==> config.mk <==
export PLATFORM = sky130hd
export DESIGN_NAME = protection_mode_config
export DESIGN_NICKNAME = d
export VERILOG_FILES = /design/src/verilog/protection_mode_pkg.sv /design/src/verilog/pin_sync.sv /design/src/verilog/fan_lock_guard.sv /design/src/verilog/protection_mode_config.sv
export SDC_FILE = /design/constraint.sdc
export NUM_CORES = 1
export LEC_CHECK = 0
export ABC_CLOCK_PERIOD_IN_PS = 2200
export BUFFER_PORTS_ARGS = -buffer_cell sky130_fd_sc_hd__buf_2
export CELL_PAD_IN_SITES_DETAIL_PLACEMENT = 0
export CELL_PAD_IN_SITES_GLOBAL_PLACEMENT = 2
export CORE_MARGIN = 3
export CORE_UTILIZATION = 30
export CTS_CLUSTER_DIAMETER = 200
export DETAILED_ROUTE_END_ITERATION = 6
export HOLD_SLACK_MARGIN = 0.1
export PLACE_DENSITY = 0.84
export SLEW_MARGIN = 40
export SYNTH_ARGS = -nofsm -noshare
export SYNTH_HDL_FRONTEND = slang
export SYNTH_SLANG_ARGS = --single-unit
==> constraint.sdc <==
create_clock -name pclk -period 2.2 [get_ports pclk]
set_input_delay 0.44 -clock pclk [delete_from_list [all_inputs] [get_ports pclk]]
set_output_delay 0.44 -clock pclk [all_outputs]
set_load 0.05 [all_outputs]
==> src/verilog/protection_mode_pkg.sv <==
// constants for the protection and maintenance mode register block
// assumes an apb master at 200 mhz and a single reset domain
// Operation
// - writing one clears history, command returns zero
// - bit0 under v/f lowers carrier, no trip
// - bit1 set: input phase loss trips
// - bit2 set: output phase loss trips running
// - bit3 selects user capacitor life threshold
// - bit4 discharge judgment; on-time judgment always runs
// - bit5 zero: fan lock alarms and coasts
// - fan lock always drives overheat, life outputs
// - commanded fan stop is normal; start reruns fan
// - bit6 set: braking transistor error trips
// - bit7 selects higher enclosure class
// - mode word is plain 8-bit binary value
// - mode word resets to 0x53
package protection_mode_pkg;
   // -----------------------------------------
   // register offsets (byte addresses)
   // -----------------------------------------
   localparam logic [7:0] OFF_ALARM_CLEAR = 8'h00;
   localparam logic [7:0] OFF_MODE_SELECT = 8'h04;
   localparam logic [7:0] OFF_IRQ_STATUS = 8'h08;
   localparam logic [7:0] OFF_IRQ_MASK = 8'h0c;
   localparam logic [7:0] OFF_STATE = 8'h10;
   localparam logic [7:0] OFF_CONTROL = 8'h14;
   // -----------------------------------------
   // mode word fields and reset
   // -----------------------------------------
   localparam int MODE_W = 8;
   localparam logic [7:0] MODE_RESET = 8'h53;
   localparam int BIT_CARRIER = 0;
   localparam int BIT_IN_PHASE = 1;
   localparam int BIT_OUT_PHASE = 2;
   localparam int BIT_CAP_THRESH = 3;
   localparam int BIT_CAP_JUDGE = 4;
   localparam int BIT_FAN_CONT = 5;
   localparam int BIT_BRAKE = 6;
   localparam int BIT_ENCLOSURE = 7;
   // -----------------------------------------
   // control register
   // -----------------------------------------
   localparam int CTL_VF = 0;
   localparam int CTL_FAN_ONOFF = 1;
   localparam int CTL_ALARM_RESET = 2;
   localparam logic [1:0] CTL_RESET = 2'h1;
   // -----------------------------------------
   // interrupt / event bits
   // -----------------------------------------
   localparam int EV_W = 7;
   localparam int EV_CLEARED = 0;
   localparam int EV_IN_PHASE = 1;
   localparam int EV_OUT_PHASE = 2;
   localparam int EV_FAN = 3;
   localparam int EV_BRAKE = 4;
   localparam int EV_CARRIER = 5;
   localparam int EV_OVERHEAT = 6;
   localparam int SYNC_STAGES = 2;
endpackage

==> src/verilog/pin_sync.sv <==
// two-flop synchroniser for a bundle of asynchronous levels
// assumes each bit is an independent slow level
`timescale 1ns/1ps
module pin_sync #(
   parameter int W = 1
) (
   input wire logic pclk,
   input wire logic presetn,
   input wire logic [W-1:0] d,
   output logic [W-1:0] q
);
   logic [W-1:0] meta;
   // first stage feeds only the second
   always_ff @(posedge pclk or negedge presetn) begin
      if (!presetn) begin
         meta <= '0;
         q <= '0;
      end else begin
         meta <= d;
         q <= meta;
      end
   end
endmodule

==> src/verilog/fan_lock_guard.sv <==
// fan lock qualification and fan alarm latch
// assumes synchronised lock input and same-clock controls
`timescale 1ns/1ps
module fan_lock_guard (
   input wire logic pclk,
   input wire logic presetn,
   input wire logic lock_det,
   input wire logic fan_commanded_off,
   input wire logic continue_on_lock,
   input wire logic alarm_reset,
   output logic lock_seen,
   output logic fan_alarm
);
   logic lock_valid;
   // a fan stopped on purpose cannot be judged locked
   assign lock_valid = lock_det && !fan_commanded_off;
   always_ff @(posedge pclk or negedge presetn) begin
      if (!presetn) begin
         lock_seen <= 1'b0;
      end else begin
         lock_seen <= lock_valid;
      end
   end
   // set wins over reset so a persisting lock is not lost
   always_ff @(posedge pclk or negedge presetn) begin
      if (!presetn) begin
         fan_alarm <= 1'b0;
      end else if (lock_valid && !continue_on_lock) begin
         fan_alarm <= 1'b1;
      end else if (alarm_reset) begin
         fan_alarm <= 1'b0;
      end
   end
endmodule

==> src/verilog/protection_mode_config.sv <==
// apb register block for protection mode selection and alarm gating
// assumes detector levels arrive asynchronously from analog circuits
`timescale 1ns/1ps
module protection_mode_config (
   input wire logic pclk,
   input wire logic presetn,
   input wire logic psel,
   input wire logic penable,
   input wire logic pwrite,
   input wire logic [7:0] paddr,
   input wire logic [31:0] pwdata,
   output logic [31:0] prdata,
   output logic pready,
   output logic pslverr,
   input wire logic heat_overload_det,
   input wire logic input_phase_loss_det,
   input wire logic output_phase_loss_det,
   input wire logic fan_lock_det,
   input wire logic brake_transistor_err_det,
   input wire logic motor_running,
   output logic alarm_history_clear_pulse,
   output logic carrier_lower,
   output logic stop_request,
   output logic coast_stop,
   output logic overheat_output,
   output logic life_warning,
   output logic fan_run_cmd,
   output logic cap_threshold_user,
   output logic cap_discharge_judge_en,
   output logic cap_ontime_judge_en,
   output logic enclosure_high_class,
   output logic irq
);
   // ------------------------------------------------------------
   // pin synchronisation and fan guard
   // ------------------------------------------------------------
   logic [5:0] raw_pins;
   logic [5:0] pins;
   logic heat_s, inph_s, outph_s, fan_s, brake_s, run_s;
   logic lock_seen, fan_alarm;
   logic [7:0] mode;
   logic [1:0] ctl;
   logic alarm_reset;

   assign raw_pins = {motor_running, brake_transistor_err_det, fan_lock_det,
                      output_phase_loss_det, input_phase_loss_det, heat_overload_det};
   pin_sync #(.W(6)) u_sync (
      .pclk(pclk),
      .presetn(presetn),
      .d(raw_pins),
      .q(pins)
   );
   assign {run_s, brake_s, fan_s, outph_s, inph_s, heat_s} = pins;

   fan_lock_guard u_fan (
      .pclk(pclk),
      .presetn(presetn),
      .lock_det(fan_s),
      .fan_commanded_off(!fan_run_cmd),
      .continue_on_lock(mode[protection_mode_pkg::BIT_FAN_CONT]),
      .alarm_reset(alarm_reset),
      .lock_seen(lock_seen),
      .fan_alarm(fan_alarm)
   );

   // ------------------------------------------------------------
   // apb slave, one wait state so read data comes from flops
   // ------------------------------------------------------------
   logic access, wr_en, rd_en, mapped;
   logic [31:0] next_prdata;
   logic [6:0] irq_status, irq_mask, events;
   logic clear_cmd;
   logic in_alarm, out_alarm, brake_alarm, heat_trip;

   assign access = psel && penable && pready;
   assign wr_en = access && pwrite;
   assign rd_en = psel && penable && !pready && !pwrite;

   function automatic logic is_mapped(input logic [7:0] a);
      is_mapped = (a == protection_mode_pkg::OFF_ALARM_CLEAR) ||
                  (a == protection_mode_pkg::OFF_MODE_SELECT) ||
                  (a == protection_mode_pkg::OFF_IRQ_STATUS) ||
                  (a == protection_mode_pkg::OFF_IRQ_MASK) ||
                  (a == protection_mode_pkg::OFF_STATE) ||
                  (a == protection_mode_pkg::OFF_CONTROL);
   endfunction
   assign mapped = is_mapped(paddr);

   always_ff @(posedge pclk or negedge presetn) begin
      if (!presetn) begin
         pready <= 1'b0;
      end else begin
         pready <= psel && penable && !pready;
      end
   end
   assign pslverr = pready && !mapped;

   always_comb begin
      next_prdata = 32'h0;
      unique case (paddr)
         protection_mode_pkg::OFF_ALARM_CLEAR: next_prdata = {31'h0, clear_cmd};
         protection_mode_pkg::OFF_MODE_SELECT: next_prdata = {24'h0, mode};
         protection_mode_pkg::OFF_IRQ_STATUS: next_prdata = {25'h0, irq_status};
         protection_mode_pkg::OFF_IRQ_MASK: next_prdata = {25'h0, irq_mask};
         protection_mode_pkg::OFF_STATE: next_prdata = {24'h0, lock_seen, fan_run_cmd,
            carrier_lower, heat_trip, brake_alarm, fan_alarm, out_alarm, in_alarm};
         protection_mode_pkg::OFF_CONTROL: next_prdata = {30'h0, ctl};
         default: next_prdata = 32'h0;
      endcase
   end
   always_ff @(posedge pclk or negedge presetn) begin
      if (!presetn) begin
         prdata <= 32'h0;
      end else if (rd_en) begin
         prdata <= next_prdata;
      end
   end

   // ------------------------------------------------------------
   // configuration registers
   // ------------------------------------------------------------
   always_ff @(posedge pclk or negedge presetn) begin
      if (!presetn) begin
         mode <= protection_mode_pkg::MODE_RESET;
      end else if (wr_en && paddr == protection_mode_pkg::OFF_MODE_SELECT) begin
         mode <= pwdata[7:0];
      end
   end
   always_ff @(posedge pclk or negedge presetn) begin
      if (!presetn) begin
         ctl <= protection_mode_pkg::CTL_RESET;
      end else if (wr_en && paddr == protection_mode_pkg::OFF_CONTROL) begin
         ctl <= pwdata[1:0];
      end
   end
   // alarm reset is a write-only strobe
   always_ff @(posedge pclk or negedge presetn) begin
      if (!presetn) begin
         alarm_reset <= 1'b0;
      end else begin
         alarm_reset <= wr_en && paddr == protection_mode_pkg::OFF_CONTROL &&
                        pwdata[protection_mode_pkg::CTL_ALARM_RESET];
      end
   end
   // confirmation keying is left to the operator side
   always_ff @(posedge pclk or negedge presetn) begin
      if (!presetn) begin
         clear_cmd <= 1'b0;
      end else begin
         clear_cmd <= wr_en && paddr == protection_mode_pkg::OFF_ALARM_CLEAR && pwdata[0];
      end
   end
   assign alarm_history_clear_pulse = clear_cmd;

   // ------------------------------------------------------------
   // protection gating
   // ------------------------------------------------------------
   logic lower_now;
   assign lower_now = mode[protection_mode_pkg::BIT_CARRIER] && ctl[protection_mode_pkg::CTL_VF];

   always_ff @(posedge pclk or negedge presetn) begin
      if (!presetn) begin
         carrier_lower <= 1'b0;
      end else begin
         carrier_lower <= heat_s && lower_now;
      end
   end
   // each alarm latches until an alarm reset; a live cause wins
   always_ff @(posedge pclk or negedge presetn) begin
      if (!presetn) begin
         in_alarm <= 1'b0;
         out_alarm <= 1'b0;
         brake_alarm <= 1'b0;
         heat_trip <= 1'b0;
      end else begin
         in_alarm <= (inph_s && mode[protection_mode_pkg::BIT_IN_PHASE]) ||
                     (in_alarm && !alarm_reset);
         out_alarm <= (outph_s && run_s && mode[protection_mode_pkg::BIT_OUT_PHASE]) ||
                      (out_alarm && !alarm_reset);
         brake_alarm <= (brake_s && mode[protection_mode_pkg::BIT_BRAKE]) ||
                        (brake_alarm && !alarm_reset);
         heat_trip <= (heat_s && !lower_now) || (heat_trip && !alarm_reset);
      end
   end
   always_ff @(posedge pclk or negedge presetn) begin
      if (!presetn) begin
         stop_request <= 1'b0;
         coast_stop <= 1'b0;
         overheat_output <= 1'b0;
         life_warning <= 1'b0;
      end else begin
         stop_request <= in_alarm || out_alarm || brake_alarm || heat_trip || fan_alarm;
         coast_stop <= fan_alarm;
         overheat_output <= lock_seen || heat_trip;
         life_warning <= lock_seen;
      end
   end
   // with on/off control the fan only runs while the motor runs
   always_ff @(posedge pclk or negedge presetn) begin
      if (!presetn) begin
         fan_run_cmd <= 1'b1;
      end else begin
         fan_run_cmd <= !ctl[protection_mode_pkg::CTL_FAN_ONOFF] || run_s;
      end
   end
   always_ff @(posedge pclk or negedge presetn) begin
      if (!presetn) begin
         cap_threshold_user <= 1'b0;
         cap_discharge_judge_en <= 1'b0;
         cap_ontime_judge_en <= 1'b0;
         enclosure_high_class <= 1'b0;
      end else begin
         cap_threshold_user <= mode[protection_mode_pkg::BIT_CAP_THRESH];
         cap_discharge_judge_en <= mode[protection_mode_pkg::BIT_CAP_JUDGE];
         cap_ontime_judge_en <= 1'b1;
         enclosure_high_class <= mode[protection_mode_pkg::BIT_ENCLOSURE];
      end
   end

   // ------------------------------------------------------------
   // interrupts: sticky, write one to clear, set wins
   // ------------------------------------------------------------
   assign events = {heat_trip, carrier_lower, brake_alarm, fan_alarm,
                    out_alarm, in_alarm, clear_cmd};
   always_ff @(posedge pclk or negedge presetn) begin
      if (!presetn) begin
         irq_status <= 7'h0;
      end else if (wr_en && paddr == protection_mode_pkg::OFF_IRQ_STATUS) begin
         irq_status <= (irq_status & ~pwdata[6:0]) | events;
      end else begin
         irq_status <= irq_status | events;
      end
   end
   always_ff @(posedge pclk or negedge presetn) begin
      if (!presetn) begin
         irq_mask <= 7'h0;
      end else if (wr_en && paddr == protection_mode_pkg::OFF_IRQ_MASK) begin
         irq_mask <= pwdata[6:0];
      end
   end
   assign irq = |(irq_status & irq_mask);
endmodule

=== After elaboration in Yosys (flattened, before gate mapping) ===
Cells that the tools add are included.

* Bits in latches: 0
* Bits of input ports: 51
* Bits in read-only memories: 0
* Word-level logic and storage cells: 91
* Output and inout port bits: 46
* Memories: 0
* RAM bits: 0
* Flip-flop bits (word level): 87

* Reductions and logical operators: 51
* $add $sub $neg: 0
* $mul: 0
* Multiplexer cells: 4
* Shifts and indexed selects: 0
* Bitwise operators: 5
* Divide/modulo/power cells: 0
* Equal/unequal tests: 5
* Magnitude comparators: 0

{| class="wikitable"
|+ Operator list
! kind !! count
|-
| 8-bit one-hot mux with 6 select lines || 1
|-
| 1-bit logical AND || 26
|-
| 8-bit by 4-bit equality test with 1-bit output (second input constant) || 2
|-
| 8-bit by 5-bit equality test with 1-bit output (second input constant) || 2
|-
| 1-bit logical OR || 15
|-
| 7-bit bitwise AND || 2
|-
| 7-bit OR || 2
|-
| 8-bit by 3-bit equality test with 1-bit output (second input constant) || 1
|-
| 8-bit zero test || 1
|-
| 1-bit zero test || 7
|-
| 7-bit 2-to-1 mux || 1
|-
| 7-bit inverter || 1
|-
| 7-bit OR reduction || 1
|-
| 1-bit 2-to-1 mux || 2
|-
| 2-bit nonzero test || 1
|}

=== Depth between registers and ports, before layout ===
* Depth in word-level cells: 8
* Mapped depth: 6
* Gate-level depth less buffers: 4

=== Modules after synthesis ===
A second synthesis with hierarchy kept.

* Cell total of the unflattened synthesis: 215
* Area total of the unflattened synthesis: 2695.1 sq um

{| class="wikitable"
|+ By module, submodules not included
! module !! sequential area each (sq um) !! cells an instance !! area an instance (sq um) !! instances
|-
| protection_mode_config || 1233.7 || 197 || 2314.7 || 1
|-
| pin_sync || 300.3 || 12 || 300.3 || 1
|-
| fan_lock_guard || 50.0 || 6 || 80.1 || 1
|}

=== Worst setup path before layout ===
No wires, ideal clock.

* Path kind: in2out
* Start: in paddr[4]
* End: out pslverr
* Setup slack: -0.442 ns
* Cell stages on the path: 4
* Buffers on the path: 2
* Data required time: 1.760 ns
* Arrival: 2.202 ns
* Cell sequence: buf_1 -> clkbuf_1 -> nand2_1 -> a21boi_0

* Cells in the longest elaborated chain, start to end: 8
* Elaborated cells between the ends (all ways): 13
* Classes of those cells: eq/ne (5); reduce/logical (8)

{| class="wikitable"
|+ Ends and longest elaborated chain
! element !! RTL line !! source
|-
| start: declaration || protection_mode_config.sv:10 || <nowiki>input wire logic [7:0] paddr,</nowiki>
|-
| 8-bit by 3-bit equality test with 1-bit output or 8-bit zero test (tied branches) || protection_mode_config.sv:81, protection_mode_config.sv:80 ||
|-
| 1-bit logical OR || protection_mode_config.sv:80 || <nowiki>is_mapped = (a == protection_mode_pkg::OFF_ALARM_CLEAR) ||</nowiki>
|-
| 1-bit logical OR || protection_mode_config.sv:81 || <nowiki>(a == protection_mode_pkg::OFF_MODE_SELECT) ||</nowiki>
|-
| 1-bit logical OR || protection_mode_config.sv:82 || <nowiki>(a == protection_mode_pkg::OFF_IRQ_STATUS) ||</nowiki>
|-
| 1-bit logical OR || protection_mode_config.sv:83 || <nowiki>(a == protection_mode_pkg::OFF_IRQ_MASK) ||</nowiki>
|-
| 1-bit logical OR (*) || protection_mode_config.sv:84 || <nowiki>(a == protection_mode_pkg::OFF_STATE) ||</nowiki>
|-
| 1-bit zero test (*) || protection_mode_config.sv:96 || <nowiki>assign pslverr = pready && !mapped;</nowiki>
|-
| 1-bit logical AND (*) || protection_mode_config.sv:96 ||
|-
| end: declaration || protection_mode_config.sv:14 || <nowiki>output logic pslverr,</nowiki>
|}

Mark *: on every way between the ends. The rest lies on a longest branch, timed or not.

=== Final worst setup path ===
* Start: in paddr[5]
* End: out pslverr

Same word-level chain as after synthesis.

==> impl_metrics.env <==
export IMPL_instances_no_fill=399
export IMPL_fin_skew_ns=0.005300
export IMPL_crit_type="in -> out"
export IMPL_synth_yosys_seq_area_share_pct=57.44
export IMPL_syn_area_per_cell_um2=12.15
export IMPL_gp_congestion=0.7918
export IMPL_io_pins=97
export IMPL_cp_max_fo=8
export IMPL_startpoint_type="input pin"
export IMPL_post_route_min_period_ns=2.059
export IMPL_root_buffer="clkbuf_8"
export IMPL_die_w_um=101.9
export IMPL_drt_initial_drc_count=102
export IMPL_syn_cell_area_mm2=0.002758
export IMPL_powerDensity_mw_per_mm2=753.3
export IMPL_cpPeakStageDelay_ns=0.61
export IMPL_synth_cell_types=42
export IMPL_hold_viol_final=0
export IMPL_timing_final_crit_share_pct=93.58
export IMPL_synth_seq_cells=63
export IMPL_synth_async_reset_ratio_pct=100.0
export IMPL_synth_flop_cell="dfrtp_1"
export IMPL_via_count=1828
export IMPL_synth_edff_count=0
export IMPL_required_ns=1.76
export IMPL_cellLeakagePower_nw=1.646
export IMPL_slew_limit_headroom_pct=65.66
export IMPL_synthToLayoutAreaGrowth_pct=18.24
export IMPL_ir_worst_vdd_mv=0.3869
export IMPL_grt_pass1_vias=1762
export IMPL_grt_setup_unrepaired="false"
export IMPL_path_cells="buf_2 -> or4_4 -> nor2_8 -> a21boi_2 -> buf_2"
export IMPL_layout_nets=337
export IMPL_cts_tree="done"
export IMPL_grt_antenna_before_repair=0
export IMPL_grt_max_degree=25
export IMPL_drt_first_pass_iters=4
export IMPL_layout_drive_gt1_share_pct=35.74
export IMPL_maxCapViolations=0
export IMPL_post_cts_buffers=0
export IMPL_wl_per_cell_um=15.01
export IMPL_endpoint_kind="output pin"
export IMPL_drc_errors=0
export IMPL_synth_top_family_by_area="simple AND/OR/NAND/NOR gates"
export IMPL_fin_setup_tns_ns=0
export IMPL_post_synth_mux_area_share_pct=10.71
export IMPL_numCtsBuffers=9
export IMPL_grt_first_pass_wirelength_um=9135
export IMPL_dp_hpwl_um=4485
export IMPL_yosys_warnings=0
export IMPL_syn_instance_count=227
export IMPL_worst_pin_slew_ns=0.5151
export IMPL_synthAdderAreaFrac_pct=0
export IMPL_htreeDepth=3
export IMPL_n_antenna_cell=0
export IMPL_grt_usage_pct=12.01
export IMPL_ctsLongestPathBuffers=2
export IMPL_rows=34
export IMPL_hold_path_class="in -> reg"
export IMPL_clock_latency_ns=0.33
export IMPL_coreArea_mm2=0.008806
export IMPL_fillers=885
export IMPL_routed_wl_um=5988
export IMPL_start_util_pct=31.32
export IMPL_overflow=0
export IMPL_cts_resized=0
export IMPL_outcome="finished clean"
export IMPL_crit_arrival_ns=1.62
export IMPL_dp_cells=382
export IMPL_path_common_cell="buf_2"
export IMPL_ant_nets=0
export IMPL_r2r_slack_ns=0.51
export IMPL_dieHeight_um=101.9
export IMPL_setup_viol=0
export IMPL_synthSimpleGateAreaFrac_pct=14.47
export IMPL_path_clk_slew_ns=0.06
export IMPL_synth_xor_area_share_pct=0
export IMPL_drv_slew=0
export IMPL_fmax_mhz=485.7
export IMPL_whs_ns=0.2078
export IMPL_synth_compound_area_share_pct=8.076
export IMPL_cts_num_sinks=63
export IMPL_slowest_stage="or4_4"
export IMPL_final_core_util_pct=37.03
export IMPL_viasPerCell=4.581
export IMPL_die_area_mm2=0.01038
export IMPL_io_buffers=48
==> power by group <==
part	internal [mW]	switching, mW	leakage, nW	total [mW]
Clock	0.549	0.417	0.100	0.965
Combinational	0.0688	0.193	0.764	0.262
Sequential	1.20	0.0275	0.782	1.23
==> state kept, by name (all words and copies together) (netlist names), 2 cells and up <==
signal,cells
prdata,8
ctl,2
mode,8
u_sync.meta,6
irq_status,7
u_sync.q,6
irq_mask,7
==> cells by family after synthesis <==
family,Yosys count
muxes,26
other,2
and+or+nand+nor,65
AOI/OAI and AO/OA,32
buffers and inverters,39
DFF,63
==> repair_timing <==
| action | CTS | global route |
|---|---|---|
| hold buffers | 1 | 0 |
| hold endpoints to repair | 18 | 0 |
| setup endpoints to repair | 0 | 0 |
==> critical path, delay by kind of cell <==
family	cells	cell delay (ns)
buf+inv	2	0.30
compound gates	1	0.07
simple gates	2	0.80
==> cells in the final DEF (no fill, tap or decap), drive strengths merged, types with 3 or more instances in the layout <==
master,synthesis,layout
dfstp,6,6
clkbuf,4,12
dfrtp,57,57
inv,7,7
o21ai,10,10
nor4bb,6,6
mux2,18,18
clkinv,0,3
a311oi,5,5
nand2,24,24
nor2,11,11
nand3b,3,3
conb,2,25
a21o,8,8
buf,28,56
mux2i,7,7
nor4,4,4
nand3,4,4
==> per-layer routing <==
| layer | routed length [µm] | vias up | global-route usage, % |
|---|---|---|---|
| li1 | - | 866 | - |
| met1 | 2671 | 893 | 15.12 |
| met2 | 2835 | 64 | 19.11 |
| met3 | 438 | 5 | 5.051 |
| met4 | 43 | 0 | 3.330 |
| met5 | 0 | - | 0 |
==> cell type report <==
class	instances	area (µm²)	share of cell area (%)
repair buffers	57	310.3	9.517
clock inverters	4	45.04	1.381
flip-flops and latches	63	1584	48.58
multi-input cells	148	1015	31.12
clock buffers	12	145.1	4.451
inverters	7	26.28	0.8058
well taps	108	135.1	4.144
==> path summary, 6_finish.rpt <==
| path | depth (start not counted) | startpoint | to |
|---|---|---|---|
| worst max register to register | 4 | pready | mode[7] |
| worst max-delay path | 5 | paddr[5] | pslverr |
| min in group asynchronous | 2 | presetn | stop_request |
| worst min register to register | 0 | u_sync.meta[1] | u_sync.q[1] |
| max in group asynchronous | 3 | presetn | irq_status[5] |
| worst min-delay path | 1 | fan_lock_det | u_sync.meta[3] |
==> synthesized netlist by cell type (2+ instances only) <==
cell type | instances | area, µm²
nor4bb_1 | 6 | 60.06
mux2i_1 | 7 | 70.07
conb_1 | 2 | 7.510
nand2b_1 | 2 | 12.51
a21o_1 | 8 | 60.06
and3_1 | 2 | 12.51
clkbuf_1 | 4 | 15.01
o21ai_0 | 10 | 50.05
nand2_1 | 23 | 86.33
dfstp_2 | 6 | 157.7
nand3_1 | 4 | 20.02
nand3b_1 | 2 | 15.01
mux2_2 | 18 | 202.7
nand4_1 | 2 | 12.51
nor4_1 | 3 | 18.77
inv_1 | 7 | 26.28
o22ai_1 | 2 | 12.51
a311oi_1 | 5 | 43.79
nor2_1 | 10 | 37.54
buf_4 | 25 | 187.7
dfrtp_1 | 57 | 1426
a22oi_1 | 2 | 15.01
==> per-stage QoR <==
step | power [mW] | setup WS, ns | area, µm²
2_1_floorplan | 1.456 | 0.1946 | 2848
3_3_place_gp | 1.508 | 0.1368 | 3060
3_5_place_dp | 1.512 | 0.1352 | 3060
4_1_cts | 2.493 | 0.1324 | 3261
5_1_grt | 2.574 | 0.08202 | 3261
6_report | 2.456 | 0.1413 | 3261
Note: power is estimated with default switching activity, not from simulation.
